===== config.mk =====
export PLATFORM = sky130hd
export DESIGN_NAME = ext_bus_power_mode_control
export DESIGN_NICKNAME = d
export VERILOG_FILES = /design/src/ext_bus_pkg.sv /design/src/input_sync.sv /design/src/phase_timer.sv /design/src/ext_bus_power_mode_control.sv
export SDC_FILE = /design/constraint.sdc
export NUM_CORES = 1
export LEC_CHECK = 0
export BUFFER_PORTS_ARGS = -buffer_cell sky130_fd_sc_hd__buf_2
export CAP_MARGIN = 20
export CORE_MARGIN = 2
export CORE_UTILIZATION = 58
export DETAILED_ROUTE_END_ITERATION = 6
export GPL_TIMING_DRIVEN = 1
export PLACE_DENSITY_LB_ADDON = 0.25
export SETUP_SLACK_MARGIN = 0.4
export SYNTH_ARGS = -nofsm -noshare
export SYNTH_HDL_FRONTEND = slang
export SYNTH_SLANG_ARGS = --single-unit

===== constraint.sdc =====
create_clock -name ref_clk -period 7.25 [get_ports ref_clk]
set_input_delay 1.0875 -clock ref_clk [delete_from_list [all_inputs] [get_ports ref_clk]]
set_output_delay 1.0875 -clock ref_clk [all_outputs]
set_load 0.005 [all_outputs]

===== src/ext_bus_pkg.sv =====
package ext_bus_pkg;

  // ***************************************************************
  // Register map (index on the register port)
  // ***************************************************************
  localparam logic [1:0] REG_EXT_BUS_CONTROL = 2'h0;
  localparam logic [1:0] REG_PORT_PULLUP_CONFIG = 2'h1;
  localparam logic [1:0] REG_MODULE_POWER_DISABLE_FOUR = 2'h2;

  // ***************************************************************
  // Field layouts, implemented-bit masks and reset values
  // ***************************************************************
  localparam int BUS_DISABLE_BIT = 7;
  localparam int WAIT_COUNT_LSB = 4;
  localparam int WAIT_COUNT_W = 2;
  localparam int WRITE_CFG_LSB = 0;
  localparam int WRITE_CFG_W = 2;
  localparam int MEMBUS_MODULE_OFF_BIT = 0;
  localparam logic [7:0] EXT_BUS_CONTROL_MASK = 8'hB3;
  localparam logic [7:0] PORT_PULLUP_CONFIG_MASK = 8'hFF;
  localparam logic [7:0] MODULE_POWER_DISABLE_FOUR_MASK = 8'hFD;
  localparam logic [7:0] EXT_BUS_CONTROL_RESET = 8'h00;
  localparam logic [7:0] PORT_PULLUP_CONFIG_RESET = 8'h00;
  localparam logic [7:0] MODULE_POWER_DISABLE_FOUR_RESET = 8'h00;

  // ***************************************************************
  // Write configurations for sixteen-bit data width
  // ***************************************************************
  localparam logic [1:0] WCFG_BYTE_WRITE = 2'h0;
  localparam logic [1:0] WCFG_WORD_WRITE = 2'h1;
  localparam logic [1:0] WCFG_BYTE_SELECT = 2'h2;

  // ***************************************************************
  // Timing constants
  // ***************************************************************
  localparam int READ_SYNC_CYCLES = 2;
  localparam int ADDR_PHASE_CYCLES = 1;

  // Core power modes
  typedef enum logic [1:0] {
    MODE_RUN,
    MODE_RUN_REDUCED,
    MODE_IDLE,
    MODE_SLEEP
  } power_mode_t;

  // Bus cycle states
  typedef enum logic [1:0] {
    BUS_IDLE,
    BUS_ADDR,
    BUS_DATA
  } bus_state_t;

endpackage : ext_bus_pkg


===== src/input_sync.sv =====
`timescale 1ns/10ps
module input_sync #(
  parameter int WIDTH = 16
) (
  // Clock and reset
  input wire logic ref_clk,
  input wire logic rst_n,
  // Data
  input wire logic [WIDTH-1:0] async_in,
  output logic [WIDTH-1:0] sync_out
);

  logic [WIDTH-1:0] stage_one;

  // Two flip-flops; only the second stage reads the first
  always_ff @(posedge ref_clk or negedge rst_n) begin
    if (!rst_n) begin
      stage_one <= '0;
      sync_out <= '0;
    end else begin
      stage_one <= async_in;
      sync_out <= stage_one;
    end
  end

endmodule : input_sync


===== src/phase_timer.sv =====
`timescale 1ns/10ps
module phase_timer #(
  parameter int WIDTH = 3
) (
  // Clock and reset
  input wire logic ref_clk,
  input wire logic rst_n,
  // Control
  input wire logic load,
  input wire logic [WIDTH-1:0] load_value,
  input wire logic hold,
  // Status
  output logic expired
);

  logic [WIDTH-1:0] count;

  // Counts down the remaining cycles of a phase; hold freezes it
  always_ff @(posedge ref_clk or negedge rst_n) begin
    if (!rst_n) begin
      count <= '0;
    end else if (load) begin
      count <= load_value;
    end else if (!hold && count != '0) begin
      count <= count - 1'b1;
    end
  end

  assign expired = (count == '0);

endmodule : phase_timer


===== src/ext_bus_power_mode_control.sv =====
// The plain strobed port and the register addresses were chosen for this implementation.
`timescale 1ns/10ps
// What this block does
// - In the reduced-speed run mode bus cycles go on normally, timed by the current core clock.
// - In sleep or idle no new bus transaction is started until the mode is left.
// - In sleep or idle the address/data pins and other controls hold their entry levels.
// - In sleep or idle chip enable and both byte selects are driven high.
// - On the small package the bus control register is absent and reads as zero.
// - Unimplemented register bits ignore writes and read as zero.
// - Bus enabled with internal execution: data floats, strobes high, latch and byte address low.
// - In every external mode the bus owns its shared pins ahead of other functions.
// - The two-bit write configuration selects byte write, word write or byte select.
module ext_bus_power_mode_control
  import ext_bus_pkg::*;
#(
  parameter bit SMALL_PACKAGE = 1'b0,
  parameter int AD_WIDTH = 16
) (
  // Clock and reset
  input wire logic ref_clk,
  input wire logic rst_n,
  // Register port
  input wire logic [1:0] reg_addr,
  input wire logic [7:0] reg_wdata,
  input wire logic reg_wr,
  input wire logic reg_rd,
  output logic [7:0] reg_rdata,
  // Core status
  input wire power_mode_t core_mode,
  input wire logic ext_exec,
  // Core access request
  input wire logic acc_req,
  input wire logic acc_write,
  input wire logic [AD_WIDTH-1:0] acc_addr,
  input wire logic [7:0] acc_wdata,
  output logic acc_ready,
  output logic acc_done,
  output logic [AD_WIDTH-1:0] acc_rdata,
  // External bus pins
  input wire logic [AD_WIDTH-1:0] ad_in,
  output logic [AD_WIDTH-1:0] ad_out,
  output logic ad_oe,
  output logic ale,
  output logic oe_n,
  output logic wrh_n,
  output logic wrl_n,
  output logic ce_n,
  output logic low_byte_select_n,
  output logic high_byte_select_n,
  output logic byte_addr_lsb,
  output logic pins_owned
);

  // ***************************************************************
  // Elaboration checks
  // ***************************************************************
  if (AD_WIDTH != 16) begin : g_width_check
    $error("AD_WIDTH must be 16");
  end

  localparam int TIMER_W = 3;

  // ***************************************************************
  // Registers
  // ***************************************************************
  logic [7:0] ext_bus_control;
  logic [7:0] port_pullup_config;
  logic [7:0] module_power_disable_four;
  logic bus_disable_bit;
  logic [WAIT_COUNT_W-1:0] wait_count;
  logic [WRITE_CFG_W-1:0] write_cfg_field;
  logic membus_module_off;

  // Writes keep only implemented bits
  always_ff @(posedge ref_clk or negedge rst_n) begin
    if (!rst_n) begin
      ext_bus_control <= EXT_BUS_CONTROL_RESET;
      port_pullup_config <= PORT_PULLUP_CONFIG_RESET;
      module_power_disable_four <= MODULE_POWER_DISABLE_FOUR_RESET;
    end else if (reg_wr) begin
      if (reg_addr == REG_EXT_BUS_CONTROL) begin
        if (!SMALL_PACKAGE) begin
          ext_bus_control <= reg_wdata & EXT_BUS_CONTROL_MASK;
        end
      end else if (reg_addr == REG_PORT_PULLUP_CONFIG) begin
        port_pullup_config <= reg_wdata & PORT_PULLUP_CONFIG_MASK;
      end else if (reg_addr == REG_MODULE_POWER_DISABLE_FOUR) begin
        module_power_disable_four <= reg_wdata & MODULE_POWER_DISABLE_FOUR_MASK;
      end
    end
  end

  // Read data stand for the one cycle after the strobe
  always_ff @(posedge ref_clk or negedge rst_n) begin
    if (!rst_n) begin
      reg_rdata <= 8'h00;
    end else if (reg_rd) begin
      if (reg_addr == REG_EXT_BUS_CONTROL) begin
        reg_rdata <= SMALL_PACKAGE ? 8'h00 : ext_bus_control;
      end else if (reg_addr == REG_PORT_PULLUP_CONFIG) begin
        reg_rdata <= port_pullup_config;
      end else if (reg_addr == REG_MODULE_POWER_DISABLE_FOUR) begin
        reg_rdata <= module_power_disable_four;
      end else begin
        reg_rdata <= 8'h00;
      end
    end else begin
      reg_rdata <= 8'h00;
    end
  end

  // Field extraction
  assign bus_disable_bit = ext_bus_control[BUS_DISABLE_BIT];
  assign wait_count = ext_bus_control[WAIT_COUNT_LSB +: WAIT_COUNT_W];
  assign write_cfg_field = ext_bus_control[WRITE_CFG_LSB +: WRITE_CFG_W];
  assign membus_module_off = module_power_disable_four[MEMBUS_MODULE_OFF_BIT];

  // ***************************************************************
  // Mode decode
  // ***************************************************************
  logic sleeping;
  logic bus_enabled;
  logic bus_active;

  // Sleep and idle both suspend the bus; both run modes keep it going
  assign sleeping = (core_mode == MODE_IDLE) || (core_mode == MODE_SLEEP);
  assign bus_enabled = !bus_disable_bit && !membus_module_off && !SMALL_PACKAGE;
  assign bus_active = bus_enabled && ext_exec;
  assign pins_owned = bus_enabled;

  // ***************************************************************
  // Bus cycle sequencer
  // ***************************************************************
  bus_state_t state;
  bus_state_t next_state;
  logic take;
  logic cyc_write;
  logic [AD_WIDTH-1:0] cyc_addr;
  logic [7:0] cyc_wdata;
  logic [7:0] hold_latch;
  logic wake_hold;
  logic timer_load;
  logic [TIMER_W-1:0] timer_value;
  logic timer_expired;
  logic [AD_WIDTH-1:0] ad_sync;

  // No request is taken while suspended
  assign acc_ready = (state == BUS_IDLE) && !sleeping && bus_active;
  assign take = acc_req && acc_ready;

  // Next state; everything freezes while suspended
  always_comb begin
    next_state = state;
    if (sleeping) begin
      next_state = state;
    end else if (!bus_active) begin
      next_state = BUS_IDLE;
    end else begin
      case (state)
        BUS_IDLE: begin
          if (take) begin
            next_state = BUS_ADDR;
          end
        end
        BUS_ADDR: begin
          next_state = BUS_DATA;
        end
        BUS_DATA: begin
          if (timer_expired) begin
            next_state = BUS_IDLE;
          end
        end
        default: begin
          next_state = BUS_IDLE;
        end
      endcase
    end
  end

  always_ff @(posedge ref_clk or negedge rst_n) begin
    if (!rst_n) begin
      state <= BUS_IDLE;
    end else begin
      state <= next_state;
    end
  end

  // Captures the request
  always_ff @(posedge ref_clk or negedge rst_n) begin
    if (!rst_n) begin
      cyc_write <= 1'b0;
      cyc_addr <= '0;
      cyc_wdata <= 8'h00;
    end else if (take) begin
      cyc_write <= acc_write;
      cyc_addr <= acc_addr;
      cyc_wdata <= acc_wdata;
    end
  end

  // Data phase length in core clocks; reads wait out the input sync
  assign timer_load = (state == BUS_ADDR) && !sleeping;
  assign timer_value = cyc_write ? TIMER_W'(wait_count)
                                 : TIMER_W'(wait_count) + TIMER_W'(READ_SYNC_CYCLES);

  phase_timer #(
    .WIDTH(TIMER_W)
  ) u_phase_timer (
    .ref_clk(ref_clk),
    .rst_n(rst_n),
    .load(timer_load),
    .load_value(timer_value),
    .hold(sleeping),
    .expired(timer_expired)
  );

  input_sync #(
    .WIDTH(AD_WIDTH)
  ) u_ad_sync (
    .ref_clk(ref_clk),
    .rst_n(rst_n),
    .async_in(ad_in),
    .sync_out(ad_sync)
  );

  // Completion pulse with read data
  always_ff @(posedge ref_clk or negedge rst_n) begin
    if (!rst_n) begin
      acc_done <= 1'b0;
      acc_rdata <= '0;
    end else begin
      acc_done <= (state == BUS_DATA) && (next_state == BUS_IDLE) && !sleeping;
      if ((state == BUS_DATA) && timer_expired && !sleeping && !cyc_write) begin
        acc_rdata <= ad_sync;
      end
    end
  end

  // Word write holding latch for even addresses
  always_ff @(posedge ref_clk or negedge rst_n) begin
    if (!rst_n) begin
      hold_latch <= 8'h00;
    end else if (timer_load && cyc_write && write_cfg_field == WCFG_WORD_WRITE
                 && !cyc_addr[0]) begin
      hold_latch <= cyc_wdata;
    end
  end

  // Pins stay frozen after wake until the next access begins or the bus goes inactive
  always_ff @(posedge ref_clk or negedge rst_n) begin
    if (!rst_n) begin
      wake_hold <= 1'b0;
    end else if (sleeping) begin
      wake_hold <= 1'b1;
    end else if (take || !bus_active || state != BUS_IDLE) begin
      wake_hold <= 1'b0; // a resumed cycle also releases the frozen levels
    end
  end

  // ***************************************************************
  // Pin drive
  // ***************************************************************
  logic [AD_WIDTH-1:0] next_ad_out;
  logic next_ad_oe;
  logic next_ale;
  logic next_oe_n;
  logic next_wrh_n;
  logic next_wrl_n;
  logic next_ce_n;
  logic next_low_sel_n;
  logic next_high_sel_n;
  logic next_byte_lsb;

  // Pin levels for the coming cycle
  always_comb begin
    next_ad_out = ad_out;
    next_ad_oe = ad_oe;
    next_ale = ale;
    next_oe_n = oe_n;
    next_wrh_n = wrh_n;
    next_wrl_n = wrl_n;
    next_ce_n = ce_n;
    next_low_sel_n = low_byte_select_n;
    next_high_sel_n = high_byte_select_n;
    next_byte_lsb = byte_addr_lsb;
    if (sleeping) begin
      // Everything else holds its entry level
      next_ce_n = 1'b1;
      next_low_sel_n = 1'b1;
      next_high_sel_n = 1'b1;
    end else if (!bus_active || (wake_hold && next_state == BUS_IDLE && bus_active)) begin
      if (!bus_active || !wake_hold) begin
        // Internal execution: float data, strobes high, latch low
        next_ad_oe = 1'b0;
        next_ale = 1'b0;
        next_byte_lsb = 1'b0;
        next_oe_n = 1'b1;
        next_wrh_n = 1'b1;
        next_wrl_n = 1'b1;
        next_ce_n = 1'b1;
        next_low_sel_n = 1'b1;
        next_high_sel_n = 1'b1;
      end
      // Otherwise the frozen levels stand
    end else begin
      case (next_state)
        BUS_ADDR: begin
          next_ad_out = acc_addr;
          next_ad_oe = 1'b1;
          next_ale = 1'b1;
          next_byte_lsb = acc_addr[0];
          next_ce_n = 1'b0;
          next_oe_n = 1'b1;
          next_wrh_n = 1'b1;
          next_wrl_n = 1'b1;
          next_low_sel_n = 1'b1;
          next_high_sel_n = 1'b1;
        end
        BUS_DATA: begin
          next_ale = 1'b0;
          next_ce_n = 1'b0;
          next_byte_lsb = cyc_addr[0];
          if (!cyc_write) begin
            next_ad_oe = 1'b0;
            next_oe_n = 1'b0;
            next_low_sel_n = 1'b0;
            next_high_sel_n = 1'b0;
          end else if (write_cfg_field == WCFG_BYTE_WRITE) begin
            next_ad_out = {cyc_wdata, cyc_wdata};
            next_ad_oe = 1'b1;
            next_wrh_n = !cyc_addr[0];
            next_wrl_n = cyc_addr[0];
            next_low_sel_n = 1'b0;
            next_high_sel_n = 1'b0;
          end else if (write_cfg_field == WCFG_WORD_WRITE) begin
            if (!cyc_addr[0]) begin
              next_ad_oe = 1'b0;
            end else begin
              next_ad_out = {cyc_wdata, hold_latch};
              next_ad_oe = 1'b1;
              next_wrh_n = 1'b0;
              next_low_sel_n = 1'b0;
              next_high_sel_n = 1'b0;
            end
          end else begin
            next_ad_out = {cyc_wdata, cyc_wdata};
            next_ad_oe = 1'b1;
            next_wrh_n = 1'b0;
            next_high_sel_n = !cyc_addr[0];
            next_low_sel_n = cyc_addr[0];
          end
        end
        default: begin
          // Idle between cycles
          next_ad_oe = 1'b0;
          next_ale = 1'b0;
          next_byte_lsb = 1'b0;
          next_oe_n = 1'b1;
          next_wrh_n = 1'b1;
          next_wrl_n = 1'b1;
          next_ce_n = 1'b1;
          next_low_sel_n = 1'b1;
          next_high_sel_n = 1'b1;
        end
      endcase
    end
  end

  // Pin registers
  always_ff @(posedge ref_clk or negedge rst_n) begin
    if (!rst_n) begin
      ad_out <= '0;
      ad_oe <= 1'b0;
      ale <= 1'b0;
      oe_n <= 1'b1;
      wrh_n <= 1'b1;
      wrl_n <= 1'b1;
      ce_n <= 1'b1;
      low_byte_select_n <= 1'b1;
      high_byte_select_n <= 1'b1;
      byte_addr_lsb <= 1'b0;
    end else begin
      ad_out <= next_ad_out;
      ad_oe <= next_ad_oe;
      ale <= next_ale;
      oe_n <= next_oe_n;
      wrh_n <= next_wrh_n;
      wrl_n <= next_wrl_n;
      ce_n <= next_ce_n;
      low_byte_select_n <= next_low_sel_n;
      high_byte_select_n <= next_high_sel_n;
      byte_addr_lsb <= next_byte_lsb;
    end
  end

endmodule : ext_bus_power_mode_control


==> impl_metrics.json, run 1 <==
{
  "n_antenna_cell": 0,
  "synth_nets": 430,
  "ctsRootBufferMaster": "clkbuf_8",
  "path_class": "primary input to flop",
  "drt_iter0_drc": 117,
  "start_util_pct": 59.4,
  "cts_resized": 0,
  "gp_congestion": 0.825,
  "ctsHoldBuffers": 0,
  "hold_viol_final": 0,
  "clkLatencyLatePin_ns": 0.51,
  "numCtsBuffers": 17,
  "grt_pass1_wl_um": 16700,
  "die_h_um": 98.0,
  "drcViolationCount": 0,
  "grt_usage_pct": 22.0,
  "cts.clk_slew.worst_paths_ns": 0.06,
  "via_per_inst": 5.44,
  "swShare_pct": 25.8,
  "syn_avg_cell_area_sq_um": 14.0,
  "setup.worst_path.start_class": "primary input",
  "skew_ns": 0.0124,
  "num-nets-final": 546,
  "rr_worst_depth": 10,
  "crit_end": "ad_out[4]",
  "wl_met2_um": 4980,
  "final_cell_mix": "dfrtp_1 (120), buf_2 (108), mux2_2 (61), nand2_1 (31), mux2_4 (18)",
  "finalCriticalPeriod_ns": 3.79,
  "worst_slew_margin_rel_pct": 40.0,
  "p_seq_share_pct": 44.8,
  "min_path_cells": 0,
  "max_freq_ghz": 0.264,
  "yosys_warnings": 0,
  "synthDistinctLibCells": 44,
  "drv.max_cap_violation_count": 0,
  "top_layer": "met4",
  "r2r_slack_ns": 3.60,
  "arrival_ns": 4.18,
  "grt_pass1_vias": 3440,
  "drt_wl_total_um": 9860,
  "antenna_found_initial": 0,
  "ir_drop_uv": 161,
  "drive_gt1_share_pct": 48.1,
  "power_density_mw_per_mm2": 317,
  "clkPwrFrac_pct": 40.1,
  "cts_tree": "built",
  "critical_path_required_ns": 7.65,
  "rr_endpoint": "ad_out[4]",
  "timing.rr.start": "ext_bus_control[7]",
  "clk_path_buf_depth": 2,
  "cts_setup_buffers": 0,
  "hold_class": "flop to flop",
  "cts.sinks": 126,
  "core_sq_mm": 0.00864,
  "ys_ff_latch": 126,
  "p_leak_nw": 3.13,
  "intPower_mw": 1.48,
  "routedWlPerCell_um": 16.4,
  "dieArea_sq_mm": 0.00961,
  "fin_tns_setup_ns": 0,
  "crit_path_end_kind": "flop",
  "io_pins": 111,
  "status": "completed",
  "rows": 34,
  "dp_hpwl_um": 6610,
  "vias": 3271,
  "die_w_um": 98.0,
  "switchingPower_uw": 517,
  "seq_area_frac_synth_pct": 61.6,
  "grt_max_degree": 71,
  "syn_inst": 365,
  "grt-ovfl-total": 0,
  "power_mw": 2.00,
  "setup_viol": 0,
  "rsz0062_at_grt": "false",
  "drt-pass1-iter-count": 6,
  "crit_start": "ext_exec",
  "syn_to_final_growth_pct": 23.2,
  "final_common_cell": "dfrtp_1",
  "combPwrFrac_pct": 15.0,
  "syn_area_sq_mm": 0.00513,
  "route.met3.wl_um": 513,
  "io_buffer_count": 109,
  "worstMarginPinSlew_ns": 0.898,
  "postRouteAntennaNets": 0,
  "maxSlewViolCount": 0,
  "post-route-period-util_pct": 52.3,
  "cts_max_level": 4,
  "cp_max_fo": 34,
  "wl_met1_um": 4240,
  "fillers": 597
}
-- cell usage after synthesis, drive strengths merged --
master,number,area (sq um)
nor2b,8,50.1
nand4,1,6.26
a221o,1,10.0
o311a,1,10.0
nor3b,5,47.5
o21a,2,15.0
nand2,32,123
mux2,79,957
nor4bb,1,10.0
nor4b,1,23.8
a31oi,11,68.8
nor4,2,27.5
and3,1,6.26
o21ai,15,75.1
o22a,1,8.76
xnor2,1,8.76
nand3,1,10.0
mux2i,5,50.1
a21oi,2,10.0
inv,5,18.8
or3b,1,11.3
dfstp,6,158
a22oi,5,37.5
o31ai,2,15.0
nor2,17,63.8
nand2b,3,18.8
o211ai,2,15.0
a211oi,1,20.0
clkbuf,7,26.3
dfrtp,120,3000
a32o,1,10.0
a31o,1,8.76
and2,6,37.5
a311oi,1,8.76
nand3b,3,22.5
ha,6,75.1
buf,8,60.1
-- layout make-up --
| cell class | count | area, sq um | area share [%] |
|---|---|---|---|
| clock buffer | 18 | 428 | 6.77 |
| timing repair buffer | 112 | 574 | 9.09 |
| multi-input combinational | 219 | 1860 | 29.5 |
| inverter | 5 | 18.8 | 0.297 |
| sequential | 126 | 3160 | 50.0 |
| clock inverter | 13 | 140 | 2.22 |
| tap | 108 | 135 | 2.14 |
-- worst min-delay path by stage --
| stage | start | to | slack [ns] |
|---|---|---|---|
| 3_3_place_gp | u_ad_sync.stage_one[12] | u_ad_sync.sync_out[12] | 0.33 |
| 4_1_cts | u_ad_sync.stage_one[5] | u_ad_sync.sync_out[5] | 0.35 |
| 5_1_grt | u_ad_sync.stage_one[12] | u_ad_sync.sync_out[12] | 0.36 |
| 3_5_place_dp | u_ad_sync.stage_one[9] | u_ad_sync.sync_out[9] | 0.34 |
| 6_report | u_ad_sync.stage_one[5] | u_ad_sync.sync_out[5] | 0.35 |
| 2_1_floorplan | u_ad_sync.stage_one[0] | u_ad_sync.sync_out[0] | 0.33 |
-- worst max-delay path: stages --
cell	delay [ns]
buf_2	0.09
or3b_4	0.41
nor4_4	0.21
nand2_2	0.31
and2_1	0.27
ha_1	0.20
buf_4	0.24
nor3b_2	0.22
a211oi_4	0.52
buf_6	0.26
mux2_2	0.34
-- per-stage QoR --
step	instances	util [%]	hold WS (ns)	setup slack, ns	area (sq um)
finish	601	73.2	0.346	3.46	6320
CTS	600	73.0	0.349	3.20	6310
detailed placement	569	66.5	0.336	2.67	5740
global route	601	73.2	0.356	3.32	6320
floorplan	365	-	0.331	3.62	5130
global placement	569	66.5	0.332	2.76	5740
-- power by group through the flow --
| stage | Sequential (mW) | Combinational (mW) | Clock, mW |
|---|---|---|---|
| 6_report | 0.897 | 0.300 | 0.803 |
| 5_1_grt | 0.913 | 0.335 | 0.852 |
| 4_1_cts | 0.897 | 0.305 | 0.816 |
| 3_5_place_dp | 0.907 | 0.303 | 0 |
| 3_3_place_gp | 0.901 | 0.292 | 0 |
| 2_1_floorplan | 0.882 | 0.209 | 0 |
-- registers in the layout (all words and copies together) (netlist names), 2 cells and up --
name	cells
state	2
u_ad_sync.stage_one	16
ad_out	16
port_pullup_config	8
u_ad_sync.sync_out	16
acc_rdata	16
module_power_disable_four	7
reg_rdata	8
ext_bus_control	5
u_phase_timer.count	3
cyc_wdata	8
hold_latch	8
-- routing by layer --
metal  global-route usage (%)  vias up
met1                     28.5     1650
met3                     6.23       14
met5                        0        -
li1                         -     1521
met4                     7.69        0
met2                     36.0       86
-- logic make-up (layout without fill, tap and decap cells) --
| logic type | Yosys count | count (layout) | synth area share [%] |
|---|---|---|---|
| flops | 126 | 126 | 61.6 |
| mux | 84 | 84 | 19.6 |
| simple gates | 82 | 82 | 8.93 |
| compound gates | 46 | 46 | 6.10 |
| buf+inv | 20 | 148 | 2.05 |
| fa+ha+maj | 6 | 6 | 1.46 |
| xor+xnor | 1 | 1 | 0.171 |
No activity file was read; power rests on OpenSTA's default activity.
==> inputs of run 2 (changes only) <==
CORE_UTILIZATION = 54   (was 58)
clock period = 3.97 ns   (was 7.25 ns; I/O delays follow)
==> run 2 against run 1 <==
Compared with the run above:
- non-clock buffer count grew 3
- worst hold slack worse by 0.16 ns
- sequential share of layout area fell by 1.1 points
- register-to-register slack worse by 2.7 ns
- flip-flop and latch count did not move
- cell area rose by 2.2%
- final cell count grew 4.2%
- sequential power is 83% higher
- clock skew shrank 0.0013 ns
- largest cell class unchanged
- highest routed layer unchanged
==> impl_metrics.json, run 2 (synthesized netlist as in run 1, its figures left out) <==
{
  "setup.worst_path.start_class": "flop",
  "power_mw": 3.83,
  "multiInputGateArea_sq_mm": 0.00186,
  "status": "completed",
  "p_leak_nw": 3.17,
  "ctsRootBufferMaster": "clkbuf_8",
  "ir_drop_uv": 304,
  "worst_slew_margin_rel_pct": 40.6,
  "grt_usage_pct": 21.3,
  "place_area_sq_mm": 0.00579,
  "grt_pass1_vias": 3334,
  "hold_class": "primary input to flop",
  "critPathMostFrequentCell": "mux2_2",
  "crit_path_end_kind": "flop",
  "grt-ovfl-total": 0,
  "syn_to_final_growth_pct": 26.0,
  "clkLatencyLatePin_ns": 0.52,
  "critPathSlowestCell": "or3b_4",
  "num-nets-final": 549,
  "drt-pass1-iter-count": 4,
  "path_cells": "or3b_4 -> o31ai_1 -> a22oi_1 -> inv_1 -> ha_1 -> buf_4 -> mux2_2 -> mux2_2",
  "routedWlPerCell_um": 16.5,
  "final_cell_mix": "dfrtp_1 (120), buf_2 (108), mux2_2 (61), nand2_1 (31), mux2_4 (18)",
  "io_pins": 111,
  "finalCriticalPeriod_ns": 3.07,
  "die_h_um": 101,
  "drt_wl_total_um": 10300,
  "path_class": "flop to flop",
  "rows": 35,
  "drive_gt1_share_pct": 48.1,
  "power_density_mw_per_mm2": 593,
  "numCtsBuffers": 17,
  "io_buffer_count": 109,
  "drcViolationCount": 0,
  "antenna_found_initial": 0,
  "min_path_cells": 1,
  "die_w_um": 101,
  "postRouteAntennaNets": 0,
  "grt_pass1_wl_um": 16800,
  "dp_hpwl_um": 6790,
  "rsz0062_at_grt": "false",
  "cp_max_fo": 24,
  "drv.max_cap_violation_count": 0,
  "hold_viol_final": 0,
  "start_util_pct": 55.5,
  "max_freq_ghz": 0.326,
  "skew_ns": 0.0111,
  "post-route-period-util_pct": 77.3,
  "cts_tree": "built",
  "final_area_sq_mm": 0.00646,
  "dp_slack_ns": 0.737,
  "clk_path_buf_depth": 2,
  "arrival_ns": 3.46,
  "register_area_sq_mm": 0.00316,
  "n_antenna_cell": 0,
  "via_per_inst": 5.26,
  "cts_resized": 0,
  "fillers": 690,
  "cpPeakStageDelay_ns": 0.48,
  "cts_max_level": 4,
  "worst_slack_ns": 0.901,
  "critical_path_required_ns": 4.36,
  "fin_tns_setup_ns": 0,
  "gp_congestion": 0.815,
  "utilization_pct": 69.9,
  "maxSlewViolCount": 0,
  "drt_iter0_drc": 125,
  "vias": 3292,
  "grt_max_degree": 81,
  "dieArea_sq_mm": 0.0103,
  "core_sq_mm": 0.00924,
  "setup_viol": 0,
  "final_common_cell": "dfrtp_1",
  "cts.clk_slew.worst_paths_ns": 0.06,
  "rr_worst_depth": 8,
  "worstMarginPinSlew_ns": 0.888,
  "cts.sinks": 126
}
-- run 2: changes by cell type in the layout (fill, tap and decap cells not counted), sizes merged --
cell         previous run  this run
clkinvlp                1         3
clkinv                  7         2
bufinv                  2         4
buf                   112       114
dlygate4sd3             0         1
clkbuf                 18        20
-- run 2: worst max-delay path, delay by kind of cell (launching register included) --
kind,cells,cell delay [ns]
muxes,2,0.65
buffers and inverters,2,0.49
and+or+nand+nor,1,0.48
DFF,1,0.47
adders and majority gates,1,0.44
AOI/OAI and AO/OA,2,0.42
-- run 2: final timing paths --
path,from,to,slack (ns)
setup / recovery,ext_bus_control[7],ad_out[8],0.90
hold / removal,ad_in[13],u_ad_sync.stage_one[13],0.18
setup reg to reg,ext_bus_control[7],ad_out[8],0.90
hold reg to reg,u_ad_sync.stage_one[3],u_ad_sync.sync_out[3],0.34
max in group asynchronous,rst_n,oe_n,2.57
min in group asynchronous,rst_n,u_ad_sync.sync_out[14],0.48
-- run 2: layer usage --
layer | track usage (%) | part of all wire (%) | vias up
met5 | 0 | 0 | -
met4 | 8.73 | 1.9 | 0
met3 | 4.97 | 3.8 | 19
met2 | 33.9 | 50 | 83
met1 | 28.5 | 44 | 1657
li1 | - | - | 1533
-- run 2: final cells by class --
| type | count | share of cell area (%) |
|---|---|---|
| clock buffer | 20 | 6.90 |
| clock inverter | 12 | 2.83 |
| inverter | 5 | 0.291 |
| multi-input combinational | 219 | 28.8 |
| sequential | 126 | 48.9 |
| tap | 129 | 2.50 |
| timing repair buffer | 115 | 9.72 |
-- run 2: where the power goes --
part	leakage (nW)	internal [mW]	total (mW)	switching (mW)
clock	0.299	1.06	1.63	0.567
combinational	1.30	0.320	0.561	0.241
sequential	1.58	1.49	1.64	0.154
-- run 2: per-stage QoR --
stage	std cells	hold WS, ns
floorplan	365	0.300
global placement	592	0.331
detailed placement	592	0.335
CTS	624	0.167
global route	626	0.166
finish	626	0.182
-- run 2: what timing repair did --
item,4_1_cts,5_1_grt
buffers inserted,0,0
hold buffers,0,1
hold endpoints to repair,0,6
